File: src/qaw_cfg.svh
// constants of the question and answer watchdog status block
`ifndef QAW_CFG_SVH
`define QAW_CFG_SVH

// system clock and watchdog time bases, in hertz
`define QAW_SYS_CLK_HZ     250000000
`define QAW_FCLK_FAST_HZ   64000
`define QAW_FCLK_SLOW_HZ   39000
// system clock cycles per watchdog clock period (rounded down)
`define QAW_TICK_FAST_CYC  (`QAW_SYS_CLK_HZ / `QAW_FCLK_FAST_HZ)
`define QAW_TICK_SLOW_CYC  (`QAW_SYS_CLK_HZ / `QAW_FCLK_SLOW_HZ)

// response time = one plus this step times the setting, in watchdog clocks
`define QAW_TIME_STEP      13'h0065
`define QAW_TIME_BASE      13'h0001
// fixed answer window: eight steps
`define QAW_WINDOW_LEN     13'h0328

// reset values
`define QAW_RESPONSE_TIME_SETTING_RST   6'h3F
`define QAW_ERRCNT_RST     3'h6
`define QAW_QUESTION_RST   4'h0
`define QAW_ANSCNT_RST     2'h3
`define QAW_SUBCNT_RST     3'h0
// wait length for the reset setting: one plus step times 3F
`define QAW_TIMER_RST      13'h18DC
`define QAW_QSTAT_RST      8'hE0
`define QAW_ASTAT_RST      8'hC0
`define QAW_ABORT_RST      8'h00

// fault when the error count is above this value
`define QAW_FAULT_LIMIT    3'h4
`define QAW_ERRCNT_MAX     3'h7
// question step, odd so every question is visited
`define QAW_QUESTION_STEP  4'h7

// field positions inside the status registers
`define QAW_QS_FAULT_BIT   7
`define QAW_AS_CNT_HI      7
`define QAW_AS_CUR_ERR     5
`define QAW_AS_ZERO        4
`define QAW_AS_CHANGED     3
`define QAW_AS_PREV_WRONG  2
`define QAW_AS_NO_ANSWER   1
`define QAW_AS_EARLY       0

`endif

File: src/qaw_pkg.sv
// types shared by the question and answer watchdog status block
package qaw_pkg;

  typedef enum logic [0:0] {
    QAW_PH_WAIT   = 1'b0,
    QAW_PH_WINDOW = 1'b1
  } qaw_phase_t;

  typedef logic [7:0] qaw_byte_t;
  typedef logic [3:0] qaw_question_t;
  typedef logic [1:0] qaw_pos_t;
  typedef logic [5:0] qaw_time_t;

endpackage

File: src/qaw_answer_lut.sv
// expected answer byte for a question and byte position
`timescale 1ns/1ps
module qaw_answer_lut (
  // lookup key
  input  wire qaw_pkg::qaw_question_t question_in,
  input  wire qaw_pkg::qaw_pos_t      position_in,
  // expected byte
  output qaw_pkg::qaw_byte_t          expected_out
);
  import qaw_pkg::*;

  // fixed mixing of question and position; any bijection per position works
  always_comb begin
    case (position_in)
      2'h3:    expected_out = {question_in, ~question_in};
      2'h2:    expected_out = {~question_in, question_in} ^ 8'h5A;
      2'h1:    expected_out = {question_in[1:0], question_in, 2'h3};
      2'h0:    expected_out = {question_in ^ 4'hC, question_in ^ 4'h3};
      default: expected_out = 8'h00;
    endcase
  end

endmodule

File: src/qaw_status.sv
// status and answer tracking of the question and answer watchdog
`include "qaw_cfg.svh"
`timescale 1ns/1ps
module qaw_status #(
  parameter int unsigned TICK_FAST_CYC = `QAW_TICK_FAST_CYC,
  parameter int unsigned TICK_SLOW_CYC = `QAW_TICK_SLOW_CYC
) (
  // clock and reset
  input  wire logic               clock_in,
  input  wire logic               rst_n_in,
  // supervisor resets, one-cycle pulses
  input  wire logic               undervoltage_reset_in,
  input  wire logic               power_latch_reset_in,
  // decoded host commands
  input  wire logic               answer_byte_valid_in,
  input  wire qaw_pkg::qaw_byte_t answer_byte_in,
  input  wire logic               write_time_command_in,
  input  wire qaw_pkg::qaw_byte_t write_time_data_in,
  input  wire logic               read_block_eight_command_in,
  // time base select, high for the fast base
  input  wire logic               timebase_select_in,
  // register images
  output qaw_pkg::qaw_byte_t      effective_response_time_mirror_out,
  output qaw_pkg::qaw_byte_t      question_and_error_status_out,
  output qaw_pkg::qaw_byte_t      answer_check_status_out,
  output qaw_pkg::qaw_byte_t      abort_and_reset_counters_out,
  // consequences of errors
  output logic                    watchdog_fault_flag_out,
  output logic                    watchdog_reset_out,
  output logic                    shutdown_request_out
);
  import qaw_pkg::*;

  // response time in watchdog clocks for a setting
  function automatic logic [12:0] resp_len(input qaw_time_t setting);
    resp_len = `QAW_TIME_BASE + 13'(setting) * `QAW_TIME_STEP;
  endfunction

  // saturating three-bit increment
  function automatic logic [2:0] sat_inc(input logic [2:0] v);
    sat_inc = (v == `QAW_ERRCNT_MAX) ? v : v + 3'h1;
  endfunction

  // reset synchroniser
  logic rst_meta_q;
  logic rst_sync_q;
  always_ff @(posedge clock_in or negedge rst_n_in) begin
    if (!rst_n_in) begin
      rst_meta_q <= 1'b0;
      rst_sync_q <= 1'b0;
    end else begin
      rst_meta_q <= 1'b1;
      rst_sync_q <= rst_meta_q;
    end
  end
  logic rst_n;
  assign rst_n = rst_sync_q;

  // watchdog clock tick from the system clock
  logic [12:0] presc_q;
  logic        tick_q;
  logic [12:0] presc_top;
  // the select is sampled every clock cycle, so the host must set it before a run
  assign presc_top = timebase_select_in ? 13'(TICK_FAST_CYC - 1)
                                        : 13'(TICK_SLOW_CYC - 1);
  always_ff @(posedge clock_in or negedge rst_n) begin
    if (!rst_n) begin
      presc_q <= 13'h0000;
      tick_q  <= 1'b0;
    end else if (presc_q >= presc_top) begin
      presc_q <= 13'h0000;
      tick_q  <= 1'b1;
    end else begin
      presc_q <= presc_q + 13'h0001;
      tick_q  <= 1'b0;
    end
  end

  // state
  qaw_time_t     mirror_q;
  logic          init_wdr_q;
  qaw_question_t question_q;
  logic [2:0]    error_count_q;
  qaw_pos_t      ans_cnt_q;
  logic          cur_err_q;
  logic          prev_wrong_q;
  logic          changed_q;
  logic          no_answer_q;
  logic          early_q;
  qaw_phase_t    phase_q;
  logic [12:0]   timer_q;
  logic [2:0]    shutdown_cnt_q;
  logic [2:0]    reset_evt_cnt_q;

  // expected byte for the position being awaited
  qaw_byte_t expected;
  qaw_answer_lut u_lut (
    .question_in  (question_q),
    .position_in  (ans_cnt_q),
    .expected_out (expected)
  );

  // event decode
  logic byte_bad;
  logic complete;
  logic phase_done;
  logic time_wr;
  logic ans_done;
  logic win_end;
  logic run;
  logic early;
  logic run_err;
  logic zero_time;
  logic err_inc;
  logic err_dec;
  logic overflow;

  always_comb begin
    zero_time  = (mirror_q == 6'h00);
    byte_bad   = answer_byte_valid_in && (answer_byte_in != expected);
    complete   = answer_byte_valid_in && (ans_cnt_q == 2'h0);
    phase_done = tick_q && (timer_q == 13'h0001);
    time_wr    = write_time_command_in;
    // one run per cycle: a time write outranks an answer, which outranks the window
    ans_done   = complete && !time_wr;
    win_end    = phase_done && (phase_q == QAW_PH_WINDOW) && !time_wr && !ans_done;
    run        = time_wr || ans_done || win_end;
    early      = ans_done && (phase_q == QAW_PH_WAIT);
    run_err    = cur_err_q || byte_bad;
    err_inc    = time_wr
              || (ans_done && (early || run_err || zero_time))
              || win_end;
    err_dec    = ans_done && !early && !run_err && !zero_time;
    overflow   = err_inc && (error_count_q == `QAW_ERRCNT_MAX);
  end

  // response time setting and its mirror
  always_ff @(posedge clock_in or negedge rst_n) begin
    if (!rst_n) begin
      mirror_q   <= `QAW_RESPONSE_TIME_SETTING_RST;
      init_wdr_q <= 1'b0;
    end else if (undervoltage_reset_in || power_latch_reset_in) begin
      mirror_q   <= `QAW_RESPONSE_TIME_SETTING_RST;
      init_wdr_q <= 1'b0;
    end else if (time_wr) begin
      mirror_q   <= write_time_data_in[5:0];
      init_wdr_q <= write_time_data_in[7];
    end
  end

  // question and error counter
  always_ff @(posedge clock_in or negedge rst_n) begin
    if (!rst_n) begin
      question_q <= `QAW_QUESTION_RST;
      error_count_q  <= `QAW_ERRCNT_RST;
    end else if (undervoltage_reset_in) begin
      question_q <= `QAW_QUESTION_RST;
      error_count_q  <= `QAW_ERRCNT_RST;
    end else begin
      if (power_latch_reset_in) begin
        error_count_q <= `QAW_ERRCNT_RST;
      end else if (err_inc) begin
        error_count_q <= sat_inc(error_count_q);
      end else if (err_dec && error_count_q != 3'h0) begin
        error_count_q <= error_count_q - 3'h1;
      end
      // a time write run reuses the question being asked
      if (ans_done || win_end) begin
        question_q <= question_q + `QAW_QUESTION_STEP;
      end
    end
  end

  // answer byte counter and answer error flags
  always_ff @(posedge clock_in or negedge rst_n) begin
    if (!rst_n) begin
      ans_cnt_q    <= `QAW_ANSCNT_RST;
      cur_err_q    <= 1'b0;
      prev_wrong_q <= 1'b0;
    end else if (undervoltage_reset_in) begin
      ans_cnt_q    <= `QAW_ANSCNT_RST;
      cur_err_q    <= 1'b0;
      prev_wrong_q <= 1'b0;
    end else if (run) begin
      ans_cnt_q    <= `QAW_ANSCNT_RST;
      prev_wrong_q <= run_err;
      cur_err_q    <= 1'b0;
    end else if (answer_byte_valid_in) begin
      ans_cnt_q <= ans_cnt_q - 2'h1;
      if (byte_bad) begin
        cur_err_q <= 1'b1;
      end
    end
  end

  // change, no answer and early flags; a set always beats a read clear
  always_ff @(posedge clock_in or negedge rst_n) begin
    if (!rst_n) begin
      changed_q   <= 1'b0;
      no_answer_q <= 1'b0;
      early_q     <= 1'b0;
    end else if (undervoltage_reset_in) begin
      changed_q   <= 1'b0;
      no_answer_q <= 1'b0;
      early_q     <= 1'b0;
    end else begin
      if (time_wr) begin
        changed_q <= 1'b1;
      end else if (run || read_block_eight_command_in) begin
        changed_q <= 1'b0;
      end
      if (win_end) begin
        no_answer_q <= 1'b1;
      end else if (early) begin
        no_answer_q <= 1'b0;
      end else if (read_block_eight_command_in) begin
        no_answer_q <= 1'b0;
      end
      if (run) begin
        early_q <= early;
      end
    end
  end

  // time window sequencer; restarts on every run, including a missed window
  always_ff @(posedge clock_in or negedge rst_n) begin
    if (!rst_n) begin
      phase_q <= QAW_PH_WAIT;
      timer_q <= `QAW_TIMER_RST;
    end else if (undervoltage_reset_in) begin
      phase_q <= QAW_PH_WAIT;
      timer_q <= resp_len(`QAW_RESPONSE_TIME_SETTING_RST);
    end else if (run) begin
      // the run uses the time in force before a write in the same cycle
      phase_q <= QAW_PH_WAIT;
      timer_q <= resp_len(mirror_q);
    end else if (phase_done) begin
      phase_q <= QAW_PH_WINDOW;
      timer_q <= `QAW_WINDOW_LEN;
    end else if (tick_q) begin
      timer_q <= timer_q - 13'h0001;
    end
  end

  // overflow consequences: shutdown and reset counters
  always_ff @(posedge clock_in or negedge rst_n) begin
    if (!rst_n) begin
      shutdown_cnt_q       <= `QAW_SUBCNT_RST;
      reset_evt_cnt_q      <= `QAW_SUBCNT_RST;
      watchdog_reset_out   <= 1'b0;
      shutdown_request_out <= 1'b0;
    end else if (undervoltage_reset_in) begin
      shutdown_cnt_q       <= `QAW_SUBCNT_RST;
      reset_evt_cnt_q      <= `QAW_SUBCNT_RST;
      watchdog_reset_out   <= 1'b0;
      shutdown_request_out <= 1'b0;
    end else begin
      watchdog_reset_out <= overflow && init_wdr_q;
      if (overflow) begin
        shutdown_cnt_q <= sat_inc(shutdown_cnt_q);
        if (shutdown_cnt_q == `QAW_ERRCNT_MAX) begin
          shutdown_request_out <= 1'b1;
        end
        if (init_wdr_q) begin
          reset_evt_cnt_q <= sat_inc(reset_evt_cnt_q);
        end
      end
    end
  end

  // register images, one cycle behind the state
  always_ff @(posedge clock_in or negedge rst_n) begin
    if (!rst_n) begin
      effective_response_time_mirror_out <= {2'h0, `QAW_RESPONSE_TIME_SETTING_RST};
      question_and_error_status_out      <= `QAW_QSTAT_RST;
      answer_check_status_out            <= `QAW_ASTAT_RST;
      abort_and_reset_counters_out       <= `QAW_ABORT_RST;
      watchdog_fault_flag_out            <= 1'b1;
    end else begin
      effective_response_time_mirror_out <= {2'h0, mirror_q};
      question_and_error_status_out      <= {(error_count_q > `QAW_FAULT_LIMIT),
                                             error_count_q, question_q};
      question_and_error_status_out[`QAW_QS_FAULT_BIT] <=
        (error_count_q > `QAW_FAULT_LIMIT);
      answer_check_status_out <= {ans_cnt_q, cur_err_q, zero_time,
                                  changed_q, prev_wrong_q,
                                  no_answer_q, early_q};
      abort_and_reset_counters_out <= {2'h0, shutdown_cnt_q,
                                       reset_evt_cnt_q};
      watchdog_fault_flag_out <= (error_count_q > `QAW_FAULT_LIMIT);
    end
  end

endmodule

File: config.mk
export PLATFORM = sky130hd
export DESIGN_NAME = qaw_status
export DESIGN_NICKNAME = d
export VERILOG_FILES = /design/src/qaw_pkg.sv /design/src/qaw_answer_lut.sv /design/src/qaw_status.sv
export VERILOG_INCLUDE_DIRS = /design/src
export SDC_FILE = /design/constraint.sdc
export NUM_CORES = 1
export LEC_CHECK = 0
export BUFFER_PORTS_ARGS = -buffer_cell sky130_fd_sc_hd__buf_2
export CAP_MARGIN = 10
export CORE_MARGIN = 3
export CORE_UTILIZATION = 63
export DETAILED_ROUTE_END_ITERATION = 6
export GPL_TIMING_DRIVEN = 1
export PLACE_DENSITY = 0.85
export SYNTH_ARGS = -nofsm -noshare
export SYNTH_HDL_FRONTEND = slang
export SYNTH_SLANG_ARGS = --single-unit
File: constraint.sdc
create_clock -name clock_in -period 6.12 [get_ports clock_in]
set_input_delay 1.224 -clock clock_in [delete_from_list [all_inputs] [get_ports clock_in]]
set_output_delay 1.224 -clock clock_in [all_outputs]
set_load 0.02 [all_outputs]
==> out/metrics.cfg <==
[grt]
grt_overflow=0
grt_max_degree=86
grt_use_total_pct=25.1
antenna_found_initial=1
grt_pass1_vias=3909
grt_pass1_wl_um=18100

[critical_path]
cp.buffers_inverters=2
path_class=flip-flop to flip-flop
slowest_delay_ns=0.60
crit_fanout=10
cp_slowest_cell=dfstp_2
critPathCaptureType=flip-flop
required_ns=6.39
path_cells=inv_1 > ha_1 > or3_1 > a221o_1 > o2111ai_2 > nand4b_2 > nor3_4 > nor2_1 > xnor2_1 > ha_1 > inv_1 > or3_1 > a21oi_1 > o21ai_1
cp-start-kind=flip-flop
crit_family=simple AND/OR/NAND/NOR gates
cp.arrival_ns=4.06

[hold_path]
hold_class=flip-flop to flip-flop

[clock_tree]
tritoncts=built
hold_buffers=0
clock-sinks=87
cts_buffer_depth=2
clk_latency_ns=0.37
cts_resized=0
cts_buffers=9
cts_root_buffer=clkbuf_8
h-tree-depth=3
cts.clk_slew.worst_paths_ns=0.10
post_cts_buffers=0

[sta]
slew_headroom_pct=28.0
finalCriticalPeriod_ns=3.79
setup_viol=0
min_period_over_period_pct=62.0
final_hold_viol_count=0
totalNegativeSetupSlack_ns=0
worst_slew_pin_slew_ns=1.07
drv_slew=0
rsz0062_at_grt=no
fmax_mhz=264
finClkSkew_ns=0.0103
whs_ns=0.373

[cells_and_area]
area_growth_pct=9.45
final_layout_size_suffix_gt1_share_pct=20.5
fill_cells=577
layout.cells.non_filler=658
final_cell_mix=nor2_1, dfrtp_1, buf_2
finalNetCount=628
mostFrequentLayoutCell=nor2_1
antenna_cells=0

[logic_synthesis]
syn_area_per_cell_um2=10.0
ys_seq_area_share_pct=43.4
ys_ff_latch=87
syn_area_um2=5100
synth-edff-count=0
synthFlopType=dfrtp_1
synth.distinct_cells=65
synth_cells=508
yosys_warnings=0
async_reset_ff_share_pct=100

[route]
ant_nets=0
vias=3903
vias_per_cell=5.93
dr.pass1.iters=7
drc=0
routed_wl_um=10400
drtIter0Drc=255
wire_per_inst_um=15.8

[floorplanning]
row_count=32
die_w_um=96.0
coreArea_um2=7810
ioPinCount=59
die_h_um=96.0
dieArea_um2=9210
floorplan.initialDensity_pct=65.3

[pwr]
p_total_mw=1.27
ir_drop_mv=0.140
leakagePower_nw=2.62
powerDensity_nw_per_um2=227

[flow_run]
maxCapViolations=0

[placed_design]
numPlacedInstances=642
dp_hpwl_um=7350
io_buffer_count=53
gp_congestion=0.904

[run_status]
outcome=completed

registers in the layout, indices dropped and copies added, names as in the netlist, 2 cells and up:
name and count:
presc_q 13, timer_q 13, answer_check_status_out 8, question_and_error_status_out 8, abort_and_reset_counters_out 6, effective_response_time_mirror_out 6, mirror_q 6, question_q 4
error_count_q 3, reset_evt_cnt_q 3, shutdown_cnt_q 3, ans_cnt_q 2
cells in the mapped netlist, types with 6 or more instances:
cell type  count  area share, %
o211ai_1       8            1.2
dfrtp_1       59             29
a31oi_1       10            1.2
mux2i_1        7            1.4
nor2b_1        7           0.86
nand3_1        9           0.88
buf_4          6           0.88
nor3_1        15            1.5
a211oi_1       7            1.0
o21ai_0       19            1.9
inv_1         32            2.4
a21oi_1       22            2.2
nor2_1        61            4.5
ha_1          50             12
xor2_1        12            2.1
clkbuf_1      13           0.96
dfstp_2       28             14
nand2_1       33            2.4
xnor2_1       21            3.6
cells by family (layout without fill, tap and decap cells):
| kind of cell | after synthesis | count (layout) | synth area share, % |
|---|---|---|---|
| simple gates | 161 | 161 | 16.3 |
| compound gates | 107 | 107 | 14.3 |
| buf+inv | 56 | 101 | 4.79 |
| flops | 87 | 87 | 43.4 |
| fa+ha+maj | 53 | 53 | 13.5 |
| other cells | 2 | 5 | 0.147 |
| mux | 9 | 9 | 1.89 |
| xor+xnor | 33 | 33 | 5.67 |
cell type report:
| class | instances | area [um^2] | share of cell area (%) |
|---|---|---|---|
| Sequential cell | 87 | 2220 | 39.7 |
| Tap cell | 102 | 128 | 2.29 |
| Clock buffer | 9 | 124 | 2.22 |
| Inverter | 32 | 120 | 2.15 |
| Multi-Input combinational cell | 368 | 2650 | 47.5 |
| Timing Repair Buffer | 53 | 265 | 4.75 |
| Clock inverter | 7 | 73.8 | 1.32 |
final timing paths:
check                             start                end  slack, ns  cells past startpoint
max                        ans_cnt_q[0]   error_count_q[2]       2.33                     14
min                          rst_meta_q              rst_n       0.37                      0
max reg2reg                ans_cnt_q[0]   error_count_q[2]       2.33                     14
min reg2reg                  rst_meta_q              rst_n       0.37                      0
max in group asynchronous         rst_n         timer_q[5]       4.91                      0
min in group asynchronous         rst_n  shutdown_cnt_q[1]       0.51                      0
routing by layer:
layer | GRT usage, % | share of wire (%) | up-vias
met3 | 6.80 | 5.7 | 19
met5 | 0 | 0.13 | -
met4 | 8.53 | 1.3 | 2
li1 | - | - | 1862
met2 | 41.8 | 50 | 121
met1 | 31.6 | 42 | 1899
where the power goes:
group	internal (mW)	switching, mW
Sequential	0.607	0.0333
Combinational	0.0991	0.133
Clock	0.161	0.235
Total	0.867	0.401
stage by stage:
| stage | area (um^2) | setup WS, ns | utilization (%) |
|---|---|---|---|
| after CTS | 5580 | 2.36 | 71.5 |
| after floorplan | 5110 | 2.58 | - |
| final | 5580 | 2.33 | 71.5 |
| after global placement | 5380 | 2.30 | 68.9 |
| after global routing | 5580 | 2.06 | 71.5 |
| after detailed placement | 5380 | 2.11 | 68.9 |
Power figures use the tool's default switching activity.
